**config.mk**
```make
export PLATFORM = sky130hd
export DESIGN_NAME = nand_host
export DESIGN_NICKNAME = d
export VERILOG_FILES = /design/src/hdl/nand_host_pkg.sv /design/src/hdl/byte_fifo.sv /design/src/hdl/nand_host.sv
export SDC_FILE = /design/constraint.sdc
export NUM_CORES = 1
export LEC_CHECK = 0
export BUFFER_PORTS_ARGS = -buffer_cell sky130_fd_sc_hd__buf_2
export CAP_MARGIN = 20
export CORE_UTILIZATION = 50
export CTS_BUF_LIST = sky130_fd_sc_hd__clkbuf_8
export DETAILED_ROUTE_END_ITERATION = 7
export PLACE_DENSITY = 0.64
export SETUP_SLACK_MARGIN = 0.5
export SLEW_MARGIN = 15
export SYNTH_ARGS = -nofsm -noshare
export SYNTH_HDL_FRONTEND = slang
export SYNTH_HIERARCHICAL = 1
export SYNTH_SLANG_ARGS = --single-unit
```
**constraint.sdc**
```tcl
create_clock -name clk_i -period 10.9 [get_ports clk_i]
set_input_delay 0.545 -clock clk_i [delete_from_list [all_inputs] [get_ports clk_i]]
set_output_delay 0.545 -clock clk_i [all_outputs]
set_load 0.03 [all_outputs]
```
**src/hdl/nand_host_pkg.sv**
```systemverilog
/*
 Package for the NAND flash host controller: command codes, address field layout,
 timing counts at a 250 MHz clock and the request and pin control carriers.
 Assumes a byte-wide multiplexed NAND part behind the pins.
*/
package nand_host_pkg;
   localparam int CLK_MHZ = 250;
   // Command codes
   localparam logic [7:0] CMD_READ_LO = 8'h00;
   localparam logic [7:0] CMD_READ_HI = 8'h01;
   localparam logic [7:0] CMD_READ_SPARE = 8'h50;
   localparam logic [7:0] CMD_READ_ID = 8'h90;
   localparam logic [7:0] CMD_RESET = 8'hff;
   localparam logic [7:0] CMD_PROG_SETUP = 8'h80;
   localparam logic [7:0] CMD_PROG_GO = 8'h10;
   localparam logic [7:0] CMD_ERASE_SETUP = 8'h60;
   localparam logic [7:0] CMD_ERASE_GO = 8'hd0;
   localparam logic [7:0] CMD_STATUS = 8'h70;
   // Address layout
   localparam int COL_LSB = 0;
   localparam int A8_BIT = 8;
   localparam int ROW_LO_LSB = 9;
   localparam int ROW_HI_LSB = 17;
   localparam int ROW_HI_W = 6;
   localparam int PAGE_BYTES = 528;
   // Timing
   localparam int POWERUP_NS = 1000;
   localparam int POWERUP_CYC = (POWERUP_NS * CLK_MHZ + 999) / 1000;
   localparam int RESET_BUSY_NS = 5000;
   localparam int RESET_BUSY_CYC = (RESET_BUSY_NS * CLK_MHZ) / 1000;
   localparam int STROBE_NS = 28;
   localparam int STROBE_CYC = (STROBE_NS * CLK_MHZ + 999) / 1000;
   localparam int BUSY_SETTLE_CYC = 25;

   typedef enum logic [2:0] {
      OP_READ = 3'h0,
      OP_READ_SPARE = 3'h1,
      OP_PROGRAM = 3'h2,
      OP_ERASE = 3'h3,
      OP_RESET = 3'h4,
      OP_STATUS = 3'h5,
      OP_READ_ID = 3'h6
   } op_t;

   typedef struct packed {
      op_t op;
      logic [22:0] addr;
   } req_t;

   typedef struct packed {
      logic ce_n;
      logic cle;
      logic ale;
      logic we_n;
      logic read_strobe_n;
      logic spare_area_gate_old;
   } ctl_t;
endpackage : nand_host_pkg

```
**src/hdl/byte_fifo.sv**
```systemverilog
/*
 Synchronous FIFO with valid/ready on both sides.
 Assumes a single clock and synchronous active-high reset.
*/
`timescale 1ns/1ps
module byte_fifo #(
   parameter int WIDTH = 8,
   parameter int DEPTH = 32
) (
   // Clock and reset
   input wire logic clk_i,
   input wire logic rst_i,
   // Fill side
   input wire logic in_valid_i,
   output logic in_ready_o,
   input wire logic [WIDTH-1:0] in_data_i,
   // Drain side
   output logic out_valid_o,
   input wire logic out_ready_i,
   output logic [WIDTH-1:0] out_data_o
);
   localparam int AW = $clog2(DEPTH);
   logic [WIDTH-1:0] mem [DEPTH];
   logic [AW-1:0] wr_ptr;
   logic [AW-1:0] rd_ptr;
   logic [AW:0] count;
   logic push;
   logic pop;

   assign in_ready_o = (count != (AW+1)'(DEPTH));
   assign out_valid_o = (count != '0);
   assign out_data_o = mem[rd_ptr];
   assign push = in_valid_i && in_ready_o;
   assign pop = out_valid_o && out_ready_i;

   always_ff @(posedge clk_i) begin
      if (push) begin
         mem[wr_ptr] <= in_data_i;
      end
   end

   always_ff @(posedge clk_i) begin
      if (rst_i) begin
         wr_ptr <= '0;
         rd_ptr <= '0;
         count <= '0;
      end else begin
         if (push) begin
            wr_ptr <= wr_ptr + 1'b1;
         end
         if (pop) begin
            rd_ptr <= rd_ptr + 1'b1;
         end
         count <= count + (AW+1)'(push) - (AW+1)'(pop);
      end
   end
endmodule // byte_fifo

```
**src/hdl/nand_host.sv**
```systemverilog
/*
 Host controller that drives a byte-wide NAND flash through its pins: command,
 address and data cycles, ready/busy wait, write data through a 32-byte FIFO.
 Assumes the flash pins are joined by the bench; io and ready/busy are sampled async.
*/
`timescale 1ns/1ps
module nand_host (
   // Clock and reset
   input wire logic clk_i,
   input wire logic rst_i,
   // Request
   input wire logic req_valid_i,
   output logic req_ready_o,
   input wire nand_host_pkg::req_t req_i,
   input wire logic spare_hide_i,
   // Write data
   input wire logic wr_valid_i,
   output logic wr_ready_o,
   input wire logic [7:0] wr_data_i,
   // Read data
   output logic rd_valid_o,
   output logic [7:0] rd_data_o,
   output logic done_o,
   // Flash pins
   output nand_host_pkg::ctl_t ctl_o,
   output logic [7:0] io_o,
   output logic io_oe_n_o,
   input wire logic [7:0] io_i,
   input wire logic ready_busy_i
);
   typedef enum logic [3:0] {
      ST_POWERUP = 4'h0,
      ST_IDLE = 4'h1,
      ST_CMD = 4'h2,
      ST_ADDR = 4'h3,
      ST_DATA_OUT = 4'h4,
      ST_CMD2 = 4'h5,
      ST_WAIT = 4'h6,
      ST_READ = 4'h7,
      ST_DONE = 4'h8
   } state_t;

   state_t state;
   nand_host_pkg::req_t cur;
   logic [15:0] timer;
   logic [9:0] byte_cnt;
   logic [1:0] addr_idx;
   logic phase;
   logic [7:0] io_s1, io_s2;
   logic rb_s1, rb_s2;
   logic f_valid, f_ready;
   logic [7:0] f_data;
   logic tick;
   logic [1:0] addr_last;
   logic [1:0] addr_first;
   logic [7:0] addr_byte;
   logic [7:0] cmd1;

   always_ff @(posedge clk_i) begin
      io_s1 <= io_i;
      io_s2 <= io_s1;
      rb_s1 <= ready_busy_i;
      rb_s2 <= rb_s1;
   end

   byte_fifo #(.WIDTH(8), .DEPTH(32)) u_fifo (
      .clk_i(clk_i),
      .rst_i(rst_i),
      .in_valid_i(wr_valid_i),
      .in_ready_o(wr_ready_o),
      .in_data_i(wr_data_i),
      .out_valid_o(f_valid),
      .out_ready_i(f_ready),
      .out_data_o(f_data)
   );

   assign tick = (timer == '0);
   assign req_ready_o = (state == ST_IDLE);

   // Lower or upper half picked by A8; the pointer is re-chosen on each read
   always_comb begin
      case (cur.op)
         nand_host_pkg::OP_READ: cmd1 = cur.addr[nand_host_pkg::A8_BIT] ?
            nand_host_pkg::CMD_READ_HI : nand_host_pkg::CMD_READ_LO;
         nand_host_pkg::OP_READ_SPARE: cmd1 = nand_host_pkg::CMD_READ_SPARE;
         nand_host_pkg::OP_PROGRAM: cmd1 = nand_host_pkg::CMD_PROG_SETUP;
         nand_host_pkg::OP_ERASE: cmd1 = nand_host_pkg::CMD_ERASE_SETUP;
         nand_host_pkg::OP_STATUS: cmd1 = nand_host_pkg::CMD_STATUS;
         nand_host_pkg::OP_READ_ID: cmd1 = nand_host_pkg::CMD_READ_ID;
         default: cmd1 = nand_host_pkg::CMD_RESET;
      endcase
   end

   // Erase sends only row bytes, read ID one byte, read, spare read and program all three
   always_comb begin
      addr_first = (cur.op == nand_host_pkg::OP_ERASE) ? 2'd1 : 2'd0;
      addr_last = (cur.op == nand_host_pkg::OP_READ_ID) ? 2'd0 : 2'd2;
      case (addr_idx)
         2'd0: addr_byte = cur.addr[nand_host_pkg::COL_LSB +: 8];
         2'd1: addr_byte = cur.addr[nand_host_pkg::ROW_LO_LSB +: 8];
         default: addr_byte = {2'b00, cur.addr[nand_host_pkg::ROW_HI_LSB +: nand_host_pkg::ROW_HI_W]};
      endcase
   end

   assign f_ready = (state == ST_DATA_OUT) && tick && phase && f_valid;

   always_ff @(posedge clk_i) begin
      if (rst_i) begin
         state <= ST_POWERUP;
         timer <= 16'(nand_host_pkg::POWERUP_CYC);
         cur <= '0;
         byte_cnt <= '0;
         addr_idx <= '0;
         phase <= 1'b0;
         ctl_o <= '{ce_n: 1'b1, cle: 1'b0, ale: 1'b0, we_n: 1'b1, read_strobe_n: 1'b1, spare_area_gate_old: 1'b0};
         io_o <= '0;
         io_oe_n_o <= 1'b1;
         rd_valid_o <= 1'b0;
         rd_data_o <= '0;
         done_o <= 1'b0;
      end else begin
         rd_valid_o <= 1'b0;
         done_o <= 1'b0;
         ctl_o.spare_area_gate_old <= spare_hide_i;
         if (!tick) begin
            timer <= timer - 1'b1;
         end
         case (state)
            ST_POWERUP: if (tick) state <= ST_IDLE;
            ST_IDLE: if (req_valid_i) begin
               cur <= req_i;
               state <= ST_CMD;
               phase <= 1'b0;
               ctl_o.ce_n <= 1'b0;
            end
            ST_CMD, ST_ADDR, ST_CMD2: if (tick) begin
               // Strobe low for setup, rise latches the byte
               timer <= 16'(nand_host_pkg::STROBE_CYC);
               phase <= ~phase;
               if (!phase) begin
                  ctl_o.we_n <= 1'b0;
                  io_oe_n_o <= 1'b0;
                  ctl_o.cle <= (state != ST_ADDR);
                  ctl_o.ale <= (state == ST_ADDR);
                  io_o <= (state == ST_ADDR) ? addr_byte : (state == ST_CMD2) ?
                     ((cur.op == nand_host_pkg::OP_ERASE) ? nand_host_pkg::CMD_ERASE_GO : nand_host_pkg::CMD_PROG_GO) :
                     cmd1;
                  if (state == ST_CMD) addr_idx <= addr_first;
               end else begin
                  ctl_o.we_n <= 1'b1;
                  if (state == ST_CMD2) begin
                     state <= ST_WAIT;
                     timer <= 16'(nand_host_pkg::BUSY_SETTLE_CYC);
                  end else if (state == ST_CMD) begin
                     if (cur.op == nand_host_pkg::OP_RESET) begin
                        state <= ST_WAIT;
                        timer <= 16'(nand_host_pkg::BUSY_SETTLE_CYC);
                     end else if (cur.op == nand_host_pkg::OP_STATUS) begin
                        state <= ST_READ;
                        byte_cnt <= 10'd1;
                     end else begin
                        state <= ST_ADDR;
                     end
                  end else if (addr_idx == addr_last) begin
                     byte_cnt <= 10'(nand_host_pkg::PAGE_BYTES);
                     if (cur.op == nand_host_pkg::OP_PROGRAM) state <= ST_DATA_OUT;
                     else if (cur.op == nand_host_pkg::OP_ERASE) state <= ST_CMD2;
                     else if (cur.op == nand_host_pkg::OP_READ_ID) begin
                        state <= ST_READ;
                        byte_cnt <= 10'd2;
                     end else begin
                        state <= ST_WAIT;
                        timer <= 16'(nand_host_pkg::BUSY_SETTLE_CYC);
                     end
                  end else begin
                     addr_idx <= addr_idx + 1'b1;
                  end
               end
            end
            ST_DATA_OUT: if (tick && (phase || f_valid)) begin
               // Whole page of write data, stalls while FIFO empty
               timer <= 16'(nand_host_pkg::STROBE_CYC);
               phase <= ~phase;
               ctl_o.cle <= 1'b0;
               ctl_o.ale <= 1'b0;
               if (!phase) begin
                  ctl_o.we_n <= 1'b0;
                  io_o <= f_data;
               end else begin
                  ctl_o.we_n <= 1'b1;
                  byte_cnt <= byte_cnt - 1'b1;
                  if (byte_cnt == 10'd1) state <= ST_CMD2;
               end
            end
            ST_WAIT: begin
               io_oe_n_o <= 1'b1;
               ctl_o.cle <= 1'b0;
               ctl_o.ale <= 1'b0;
               // Wait out busy; device works alone meanwhile
               if (tick && rb_s2) begin
                  if (cur.op == nand_host_pkg::OP_READ || cur.op == nand_host_pkg::OP_READ_SPARE) begin
                     state <= ST_READ;
                  end else begin
                     state <= ST_DONE;
                  end
               end
            end
            ST_READ: if (tick) begin
               io_oe_n_o <= 1'b1;
               ctl_o.cle <= 1'b0;
               ctl_o.ale <= 1'b0;
               timer <= 16'(nand_host_pkg::STROBE_CYC) + 16'd2;
               phase <= ~phase;
               if (!phase) begin
                  ctl_o.read_strobe_n <= 1'b0;
               end else begin
                  ctl_o.read_strobe_n <= 1'b1;
                  rd_valid_o <= 1'b1;
                  rd_data_o <= io_s2;
                  byte_cnt <= byte_cnt - 1'b1;
                  if (byte_cnt == 10'd1) state <= ST_DONE;
               end
            end
            ST_DONE: begin
               ctl_o.ce_n <= 1'b1;
               done_o <= 1'b1;
               state <= ST_IDLE;
            end
            default: state <= ST_IDLE;
         endcase
      end
   end

   chk_powerup_wait: assert property (@(posedge clk_i) disable iff (rst_i)
      $fell(ctl_o.ce_n) |-> $past(state) != ST_POWERUP)
      else $error("chip select before power-up wait");
   chk_third_addr_top: assert property (@(posedge clk_i) disable iff (rst_i)
      (!ctl_o.we_n && ctl_o.ale && addr_idx == 2'd2) |-> io_o[7:6] == 2'b00)
      else $error("third address byte top bits not low");
   chk_strobe_select: assert property (@(posedge clk_i) disable iff (rst_i)
      $rose(ctl_o.we_n) |-> !ctl_o.ce_n && (ctl_o.cle || ctl_o.ale || state == ST_DATA_OUT || state == ST_CMD2))
      else $error("write strobe without select");
   chk_cle_ale_excl: assert property (@(posedge clk_i) disable iff (rst_i)
      !(ctl_o.cle && ctl_o.ale))
      else $error("command and address latch both high");
   chk_drive_read: assert property (@(posedge clk_i) disable iff (rst_i)
      !ctl_o.read_strobe_n |-> io_oe_n_o)
      else $error("host drives io during read");
   chk_read_half: assert property (@(posedge clk_i) disable iff (rst_i)
      (state == ST_CMD && !phase && cur.op == nand_host_pkg::OP_READ && tick) |=>
      io_o == {7'h00, cur.addr[nand_host_pkg::A8_BIT]})
      else $error("read code does not match A8");
   chk_wait_ready: assert property (@(posedge clk_i) disable iff (rst_i)
      (state == ST_WAIT && !rb_s2) |=> state == ST_WAIT)
      else $error("left busy wait while busy");
   chk_reset_code: assert property (@(posedge clk_i) disable iff (rst_i)
      (state == ST_CMD && !phase && tick && cur.op == nand_host_pkg::OP_RESET) |=>
      io_o == nand_host_pkg::CMD_RESET && !ctl_o.we_n)
      else $error("reset code not sent");
endmodule // nand_host

```
# Word-level counts from Yosys, hierarchy flattened
# Memories as Yosys holds them, arrays and structs flattened. A register that Yosys moved wholly into a read port is not among the register bits.
# Cells that the tools add are included.
# op_classes
bitwise,3
magnitude_cmp,0
reduce_logical,36
n_shift,0
div_mod_pow,0
eq_ne,41
addsub,7
mul,0
n_mux,87
# op_table
operator,n
$mux 10,13
$mux 16,7
$mux 4,17
$mux 8,7
$pmux 16 s3,1
$pmux 8 s6,1
$mux 5,7
$pmux 8 s2,2
$pmux 10 s3,1
$ne 2x2->1 const B,14
$pmux 4 s6,1
$eq 4x3->1 const B,4
$logic_not 16->1,1
$mux 2,8
$sub 16x1->16 const B,1
$mux 1,13
$mux 3,4
$ne 3x3->1 const B,4
$reduce_and 12->1,1
$add 5x1->5 const B,2
$eq 10x1->1 const B,1
$reduce_and 5->1,2
$sub 10x1->10 const B,1
$eq 3x3->1 const B,3
34 further kinds,58
# word_totals
romBits,0
in_bits,48
output_inout_bits,27
n_memories,1
elab_cells,200
mem_bits_rw,256
latch_bits,0
register_bits,118
# memory_table
name,words,width,read_ports,rd_ports_with_merged_regs,wr,line,text
u_fifo.mem,32,8,1,1,1,byte_fifo.sv:23,logic [WIDTH-1:0] mem [DEPTH];

# Longest topological paths before layout
# Gate-level depths: netlist of the first run.
# depth
depth_word,10
depth_mapped,18
depth_no_buf,16

# Hierarchy
# Netlist of the first run, hierarchy kept.
# by_module_without_submodules
mod,area_per_inst_um2,seq_area_each_um2,cells_each,n_inst
byte_fifo,11046.8,8107.8,618,1
nand_host,4715.8,2042.0,578,1

# Worst setup path after synthesis of the first run
# No wires, ideal clock.
# synth_timing
path_type,reg2reg
startpoint,reg timer[10]
endpoint,reg u_fifo.count[4]
arrival_time_ns,3.742
setup_time_ns,0.132
t_required_ns,10.768
setup_slack_ns,7.025
period_less_slack_ns,3.875
stages_incl_launch_ff,18
path_buffers,2
cell_sequence,dfxtp_1 or4_4 or4b_4 buf_6 nor3_4 clkbuf_1 and3_1 nand2_1 inv_1 ha_1 inv_1 ha_1 inv_1 fa_1 nand2b_1 a21oi_1 o21a_1 nor3_1
# synth_between
elab_chain_len,6
# synth_lines
element,line,text
start: declaration,nand_host.sv:45,logic [15:0] timer;
start signal: assignment,nand_host.sv:110,timer <= 16'(nand_host_pkg::POWERUP_CYC);
start signal: assignment,nand_host.sv:126,timer <= timer - 1'b1;
start signal: assignment,nand_host.sv:138,timer <= 16'(nand_host_pkg::STROBE_CYC);
$logic_not 16->1,nand_host.sv:77,assign tick = (timer == '0);
$logic_and 1x1->1 (3 in a row),nand_host.sv:105,assign f_ready = (state == ST_DATA_OUT) && tick && phase && f_valid;
named net f_ready,nand_host.sv:51,"logic f_valid, f_ready;"
$logic_and 1x1->1,byte_fifo.sv:34,assign pop = out_valid_o && out_ready_i;
$sub 6x1->6,byte_fifo.sv:54,count <= count + (AW+1)'(push) - (AW+1)'(pop);
end signal: assignment,byte_fifo.sv:54,
end: declaration,byte_fifo.sv:26,logic [AW:0] count;
# The timed path passes the listed nets, and every way through them passes these cells.
# A chain may end at the register's enable or synchronous reset.

# Worst setup path in the final report of the first run
# Same ends and word-level chain as after synthesis.

==> results_dict.tcl, run 1 <==
set metrics [dict create \
    wl_per_cell_um 19.7 \
    yosysTopAreaCell "edfxtp_1" \
    end_kind "flip-flop" \
    synth-seq-cells 379 \
    run_status "finished, violations left" \
    cts.path.max_buffers 3 \
    nFillCells 2478 \
    violations "design-rule violations" \
    ys_warn_count 6 \
    tightest_slew_ps 999 \
    crit_buf_inv 3 \
    cts_buffers 59 \
    ys.flop_type "edfxtp_1" \
    finalPower_mw 2.98 \
    vias 9793 \
    critPathKind "flip-flop to flip-flop" \
    path_delay_family "simple AND/OR/NAND/NOR gates" \
    final-hold-violation-count 0 \
    setup_violations 0 \
    portBuffers 74 \
    synthTopCellsByCount "256 x edfxtp_1, 123 x dfxtp_1, 108 x nand2_1, 90 x nor2_1, 73 x a21oi_1" \
    hold_buffers 0 \
    ant_nets 0 \
    grt_pass1_wl_um 53400 \
    yosysMostFrequentCell "edfxtp_1" \
    async_reset_ff_share_pct 0 \
    gp_congestion 0.810 \
    ys_seq_area_share_pct 64.4 \
    peakVddDrop_mv 0.134 \
    nNetsFinal 1338 \
    core_area_um2 30800 \
    grt_setup_unrepaired "no" \
    drc 8 \
    vias_per_cell 5.71 \
    worstHoldPathCells 1 \
    holdCritStartpoint "io_i[1]" \
    path_cells "or4_4, or4b_4, nor3_4, and3_1, nand2_1, inv_1, ha_1, inv_1, ha_1, inv_1, fa_1, nand2b_1, a21oi_1, o21a_1, nor3_1" \
    dr.pass1.iters 8 \
    die_h_um 180 \
    area_growth_pct 11.9 \
    critPathLaunch "timer[10]" \
    reg2reg_to "u_fifo/count[4]" \
    worstReg2RegStart "timer[10]" \
    cts_setup_buffers 0 \
    postSynthCellCount 1196 \
    num_antenna_cells 0 \
    first_global_vias 9503 \
    timing.setup.tns_ps 0 \
    synth_edf_count 256 \
    cts.htree.levels 2 \
    r2r_setup_slack_ps 7170 \
    clkTransAtPathRegs_ps 60 \
    wl_um 33700 \
    synth_area_um2 15800 \
    slew_headroom_pct 33.4 \
    clock-sinks 379 \
    leakage_nw 5.89 \
    slowest_stage "or4b_4" \
    min_period_ps 3730 \
    clock_latency_ps 610 \
    initialDrtViolationCount 717 \
    dieArea_um2 32200 \
    gr-total-overflow 0 \
    post_cts_resized 0 \
    avgSynthCellArea_um2 13.2 \
    min_period_over_period_pct 34.2 \
    required_ps 11340 \
    cts_root_buf "clkbuf_8" \
    grt_util_all_layers_pct 21.2 \
    fmax_ghz 0.268 \
    synth_area_leaders "edfxtp_1 49%, dfxtp_1 16%, mux2i_1 4.4%" \
    syn_nets 1266 \
    synth_top_cell_area_share_pct 48.8 \
    min_to "io_s1[1]" \
    initial_core_util_pct 51.1 \
    maxSlewViolCount 0 \
    rows 64 \
    rr_worst_depth 15 \
    cp_max_fo 7 \
    drive_gt1_share_pct 15.8 \
    antenna_found_initial 0 \
    crit_arrival_ps 4170 \
    min-delay-path-class "primary input to flip-flop" \
    cp_common_cell "inv_1" \
    skew_ps 35.8 \
    max_cap_viol_count 0 \
    powerDensity_nw_per_um2 169 \
    place_hpwl_um 21200 \
    grt_start_max_net_pins 87 \
    ioPinCount 75 \
    cp_slowest_stage_delay_ps 580 \
    die_width_um 180 \
    tritoncts "built" \
    cp-start-kind "flip-flop" \
    yosysUniqueCellTypes 77 \
]
==> how the worst max path moves through the flow <==
| stage | end | slack (ps) | cells after the start |
|---|---|---|---|
| after floorplan | u_fifo/count[4] | 7030 | 17 |
| after global placement | u_fifo/count[4] | 7240 | 15 |
| after detailed placement | u_fifo/count[4] | 7190 | 15 |
| after CTS | u_fifo/count[4] | 7190 | 15 |
| after global routing | u_fifo/count[4] | 6960 | 15 |
| final | u_fifo/count[4] | 7170 | 15 |
==> final cells by class <==
cell class / instances / area (um2) / area share (%)
inverter: 26 / 97.6 / 0.554
tap: 396 / 495 / 2.81
multi-input combinational: 717 / 5170 / 29.3
clock buffer: 60 / 826 / 4.68
sequential: 379 / 10200 / 57.6
clock inverter: 51 / 410 / 2.33
timing repair buffer: 85 / 473 / 2.68
==> metal layers <==
| layer | part of all wire (%) | up-vias | global-route usage, % |
|---|---|---|---|
| met5 | 0 | - | 0 |
| met4 | 2.0 | 0 | 6.17 |
| met3 | 4.5 | 53 | 3.26 |
| met2 | 46 | 255 | 33.3 |
| met1 | 48 | 4805 | 30.8 |
| li1 | - | 4680 | - |
==> power breakdown <==
| part | switching [mW] | internal (mW) |
|---|---|---|
| Clock | 0.546 | 0.684 |
| Combinational | 0.114 | 0.0608 |
| Sequential | 0.0121 | 1.56 |
| Total | 0.672 | 2.31 |
==> worst reg2reg max path, cell delays in order (launching register included) <==
cell	delay [ps]
dfxtp_1	350
or4_4	570
or4b_4	580
nor3_4	200
and3_1	280
nand2_1	130
inv_1	90
ha_1	220
inv_1	50
ha_1	150
inv_1	50
fa_1	390
nand2b_1	160
a21oi_1	190
o21a_1	130
nor3_1	40
==> per-stage QoR <==
step / cell area (um2) / setup WS [ps] / hold slack [ps] / cells / util (%)
floorplan: 15800 / 7030 / 310 / 1196 / -
global placement: 16400 / 7240 / 313 / 1600 / 53.0
detailed placement: 16400 / 7190 / 316 / 1600 / 53.0
CTS: 17600 / 7190 / 0.705 / 1711 / 57.1
global route: 17600 / 6960 / 18.7 / 1714 / 57.2
finish: 17600 / 7170 / 49.7 / 1714 / 57.2
==> state kept, by name (all words and copies together), names as in the netlist, 4 cells and up, named ones only <==
signal         count
rd_data_o          8
io_s2              8
timer             16
ctl_o              6
u_fifo/count       6
io_o               8
byte_cnt          10
cur               26
u_fifo/mem       256
u_fifo/rd_ptr      5
io_s1              8
state              4
u_fifo/wr_ptr      5
==> cells in the final DEF (no fill, tap or decap), types with 6 or more instances in the layout <==
| cell | n |
|---|---|
| nor2_1 | 90 |
| o21a_1 | 6 |
| and2_1 | 6 |
| a22oi_1 | 32 |
| nor2b_1 | 13 |
| buf_2 | 74 |
| o21ai_0 | 23 |
| a211oi_1 | 6 |
| edfxtp_1 | 256 |
| a221oi_1 | 15 |
| clkinv_2 | 10 |
| nor3_1 | 24 |
| nand2_1 | 108 |
| buf_4 | 8 |
| nand3_1 | 46 |
| bufinv_16 | 7 |
| mux4_2 | 18 |
| xor2_1 | 10 |
| or3_1 | 7 |
| nor4_1 | 7 |
| xnor2_1 | 9 |
| nand2b_1 | 6 |
| mux4_1 | 14 |
| a31oi_1 | 8 |
| ha_1 | 21 |
| mux2i_1 | 69 |
| inv_1 | 37 |
| a22o_1 | 14 |
| dfxtp_1 | 121 |
| a21oi_1 | 73 |
| and3_1 | 8 |
| o211ai_1 | 17 |
| clkinv_1 | 16 |
| clkbuf_8 | 60 |
==> logic make-up after synthesis <==
logic type | after synthesis | synth area share, %
compound gates | 224 | 9.74
flops | 379 | 64.4
mux | 101 | 9.29
xor+xnor | 19 | 1.06
simple gates | 351 | 11.0
buf+inv | 100 | 2.78
fa+ha+maj | 22 | 1.79
(Power assumes the default switching activity.)
==> inputs of run 2 (changes only) <==
PLACE_DENSITY = 0.67   (was 0.64)
clock period = 3.25 ns   (was 10.9 ns; I/O delays follow)
==> run 2 against run 1 <==
  * The run still ends with design-rule violations left
  * Die area unchanged
  * Clock skew increased by 7.9 ps
  * Routed wire length increased by 6.4%
  * Hold slack improved by 49 ps
  * Critical path depth unchanged
  * Clock power increased to 3.1 times the previous value
  * Critical endpoint unchanged
  * Largest power group unchanged
==> results_dict.tcl, run 2 (same netlist as run 1, synthesis figures left out) <==
set metrics [dict create \
    min_period_over_period_pct 96.1 \
    core_area_um2 30800 \
    nNetsFinal 1452 \
    dr.pass1.iters 7 \
    gr-total-overflow 0 \
    vias 10400 \
    powerDensity_nw_per_um2 527 \
    final_cells 1830 \
    required_ps 3720 \
    portBuffers 74 \
    slew_headroom_pct 46.3 \
    critPathKind "flip-flop to flip-flop" \
    drive_gt1_share_pct 21.1 \
    clkTransAtPathRegs_ps 60 \
    cts.htree.levels 2 \
    die_width_um 180 \
    run_status "finished, violations left" \
    min_period_ps 3120 \
    final_cell_mix "256 x edfxtp_1, 120 x dfxtp_1, 107 x nand2_1, 90 x nor2_1, 78 x buf_4" \
    num_antenna_cells 0 \
    grt_pass1_wl_um 56400 \
    final-hold-violation-count 0 \
    clock-sinks 379 \
    whs_ps 98.7 \
    peakVddDrop_mv 0.477 \
    wl_per_cell_um 19.6 \
    grt_util_all_layers_pct 22.2 \
    dieArea_um2 32200 \
    cp-start-kind "flip-flop" \
    top_register "u_fifo/mem" \
    violations "design-rule violations" \
    cp_max_fo 3 \
    clock_latency_ps 620 \
    first_global_vias 10200 \
    vias_per_cell 5.68 \
    layout_setup_ws_ps 125 \
    area_growth_pct 18.5 \
    grt_setup_unrepaired "yes" \
    fin_area_um2 18700 \
    grt_start_max_net_pins 66 \
    tritoncts "built" \
    place_hpwl_um 22100 \
    leakage_nw 6.43 \
    tightest_slew_ps 803 \
    finalPower_mw 9.83 \
    gp_congestion 0.821 \
    wl_um 35900 \
    timing.setup.tns_ps 0 \
    ioPinCount 75 \
    min-delay-path-class "primary input to flip-flop" \
    cts_root_buf "clkbuf_8" \
    largest_reg_flops 256 \
    cts.path.max_buffers 3 \
    drc 9 \
    placed_area_um2 16900 \
    cts_buffers 60 \
    final_common_cell "edfxtp_1" \
    max_cap_viol_count 0 \
    maxSlewViolCount 0 \
    fmax_ghz 0.320 \
    ant_nets 0 \
    reg_top3 "u_fifo/mem (256), cur (26), timer (16)" \
    end_kind "flip-flop" \
    pre_cts_slack_ps 10.7 \
    die_h_um 180 \
    fin_util_pct 60.6 \
    antenna_found_initial 0 \
    initialDrtViolationCount 824 \
    skew_ps 43.6 \
    crit_arrival_ps 3600 \
    rows 64 \
    initial_core_util_pct 51.1 \
    setup_violations 0 \
    dp.cells 1657 \
]
## run 2: final timing paths
kind	start	end	slack, ps	cells past startpoint
setup / recovery	timer[13]	u_fifo/count[4]	130	15
hold / removal	wr_data_i[3]	u_fifo/mem[11][3]	100	1
hold reg to reg	io_s1[5]	io_s2[5]	320	0
setup reg to reg	timer[13]	u_fifo/count[4]	130	15
## run 2: per-layer routing
layer	up-vias	global-route usage [%]	wire length, um
met3	50	3.40	1880
li1	4920	-	-
met5	-	0	0
met2	306	36.2	17100
met4	0	6.24	593
met1	5125	31.0	16300
## run 2: cell type report
type / count / area (um2)
Clock buffer: 63 / 867
Clock inverter: 51 / 279
Fill cell: 2381 / 12200
Inverter: 26 / 105
Multi-Input combinational cell: 718 / 5330
Sequential cell: 379 / 10200
Tap cell: 396 / 495
Timing Repair Buffer: 197 / 1440
## run 2: worst max-delay path, cell delays in order, from the launching register on
cell      delay, ps
dfxtp_2         320
or4_4           520
or4b_4          510
nor3_4          130
and3_4          220
nand2_4          60
inv_2            70
ha_4            190
inv_4            50
ha_4            120
inv_2            30
fa_2            330
nand2b_4        150
a21oi_4         120
o21a_1          120
nor3_1           40
## run 2: report_power, final
part           internal [mW]  leakage, nW  total (mW)  switching, mW
Clock                   1.97        0.663        3.82           1.85
Sequential              5.24         3.31        5.28         0.0435
Combinational          0.282         2.46       0.731          0.448
## run 2: what timing repair did
action	CTS	global route
setup endpoints to repair	19	31
gates cloned	0	1
setup buffers	5	12
gates resized for setup	7	18
pin swaps	8	8
endpoints found under the hold margin	51	0
hold buffers	41	0
==> inputs of run 3 (changes only) <==
clock period = 2.7 ns   (was 3.25 ns; I/O delays follow)
==> run 3 against run 2 <==
  * Via count up 0.81%
  * Critical path type unchanged
  * Routed wire length grew 0.63%
  * Critical endpoint unchanged
  * The flow finishes with violations (design-rule violations, negative setup slack)
  * Sequential power grew 20%
==> results_dict.tcl, run 3 (same netlist as run 1, synthesis figures left out) <==
set metrics [dict create \
    cts.htree.levels 2 \
    reg_top3 "u_fifo/mem (256), cur (26), timer (16)" \
    required_ps 3200 \
    min-delay-path-class "primary input to flip-flop" \
    tightest_slew_ps 1090 \
    grt_setup_unrepaired "yes" \
    dp.cells 1674 \
    final_cell_mix "256 x edfxtp_1, 119 x dfxtp_1, 97 x nand2_1, 84 x buf_4, 74 x buf_2" \
    initialDrtViolationCount 937 \
    fin_area_um2 19400 \
    portBuffers 74 \
    whs_ps 32.9 \
    area_growth_pct 23.2 \
    powerDensity_nw_per_um2 627 \
    initial_core_util_pct 51.1 \
    place_hpwl_um 22200 \
    grt_pass1_wl_um 55900 \
    dieArea_um2 32200 \
    drive_gt1_share_pct 26.3 \
    vias 10500 \
    max_cap_viol_count 0 \
    ioPinCount 75 \
    critPathKind "flip-flop to flip-flop" \
    min_period_over_period_pct 116 \
    timing.setup.tns_ps -1550 \
    vias_per_cell 5.66 \
    clock_latency_ps 640 \
    setup_violations 5 \
    num_antenna_cells 0 \
    die_h_um 180 \
    drc 10 \
    slew_headroom_pct 27.1 \
    final_common_cell "edfxtp_1" \
    leakage_nw 6.64 \
    die_width_um 180 \
    cts_root_buf "clkbuf_8" \
    final-hold-violation-count 0 \
    maxSlewViolCount 0 \
    fmax_ghz 0.318 \
    finalPower_mw 12.2 \
    gp_congestion 0.837 \
    antenna_found_initial 0 \
    nFillCells 2281 \
    rows 64 \
    clock-sinks 379 \
    min_period_ps 3140 \
    wl_per_cell_um 19.5 \
    grt_start_max_net_pins 52 \
    cts.path.max_buffers 3 \
    run_status "finished, violations left" \
    crit_arrival_ps 3640 \
    fin_util_pct 63.0 \
    top_register "u_fifo/mem" \
    ant_nets 0 \
    cts_buffers 60 \
    clkTransAtPathRegs_ps 70 \
    multiInputGateArea_um2 5680 \
    layout_setup_ws_ps -443 \
    first_global_vias 10300 \
    cp-start-kind "flip-flop" \
    nNetsFinal 1475 \
    largest_reg_flops 256 \
    peakVddDrop_mv 0.638 \
    seqCellArea_um2 10200 \
    skew_ps 30.6 \
    tritoncts "built" \
    end_kind "flip-flop" \
    cp_max_fo 2 \
    pre_cts_slack_ps -527 \
    violations "design-rule violations, negative setup slack" \
    grt_util_all_layers_pct 22.1 \
    core_area_um2 30800 \
    dr.pass1.iters 7 \
    wl_um 36100 \
    placed_area_um2 17100 \
    final_cells 1853 \
    gr-total-overflow 0 \
]
run 3: changes by cell type in the layout (fill, tap and decap cells not counted), sizes merged:
cell         change
nand4            -1
nand2            +1
clkbuf           +3
buf             +23
clkinv           -3
dlygate4sd3      -1
bufinv           +1
run 3: final timing paths:
| path | end | slack (ps) | from | cells after the start |
|---|---|---|---|---|
| worst max-delay path | u_fifo/count[4] | -440 | timer[13] | 15 |
| worst min-delay path | u_fifo/mem[21][5] | 30 | wr_data_i[5] | 1 |
| worst min register to register | io_s2[4] | 330 | io_s1[4] | 0 |
| worst max register to register | u_fifo/count[4] | -440 | timer[13] | 15 |
run 3: area by class of cell:
class / count / share of cell area [%]
flip-flops and latches: 379 / 52.3
multi-input cells: 718 / 29.2
repair buffers: 220 / 9.11
clock buffers: 65 / 4.61
well taps: 396 / 2.55
clock inverters: 49 / 1.63
inverters: 26 / 0.554
run 3: critical path, stage by stage, from the launching register on:
cell and delay, ps:
dfxtp_2 320, or4_4 530, or4b_4 520, nor3_4 140, and3_4 220, nand2_4 50, inv_4 50, ha_4 180
inv_2 60, ha_4 120, inv_2 30, fa_2 330, nand2b_4 150, a21oi_4 150, o21a_1 120, nor3_1 40
run 3: power by group:
part	switching, mW	internal [mW]	leakage (nW)
logic	0.581	0.388	2.65
registers	0.0513	6.31	3.31
clock network	2.29	2.54	0.681
run 3: what timing repair did:
item                                    in CTS  in global routing
hold buffers                                37                  3
pin swaps                                   29                 30
endpoints found under the hold margin       52                 13
cloned                                       0                  2
buffers inserted                            17                  6
endpoints found under the setup margin     233                 84
gates resized for setup                     55                 39
run 3: metal layers:
layer,track usage (%),vias to the layer above,share of wire [%]
met5,0,-,0
met1,31.0,5182,46
met3,3.50,61,4.9
met4,6.45,0,1.7
met2,35.8,277,48
li1,-,4965,-
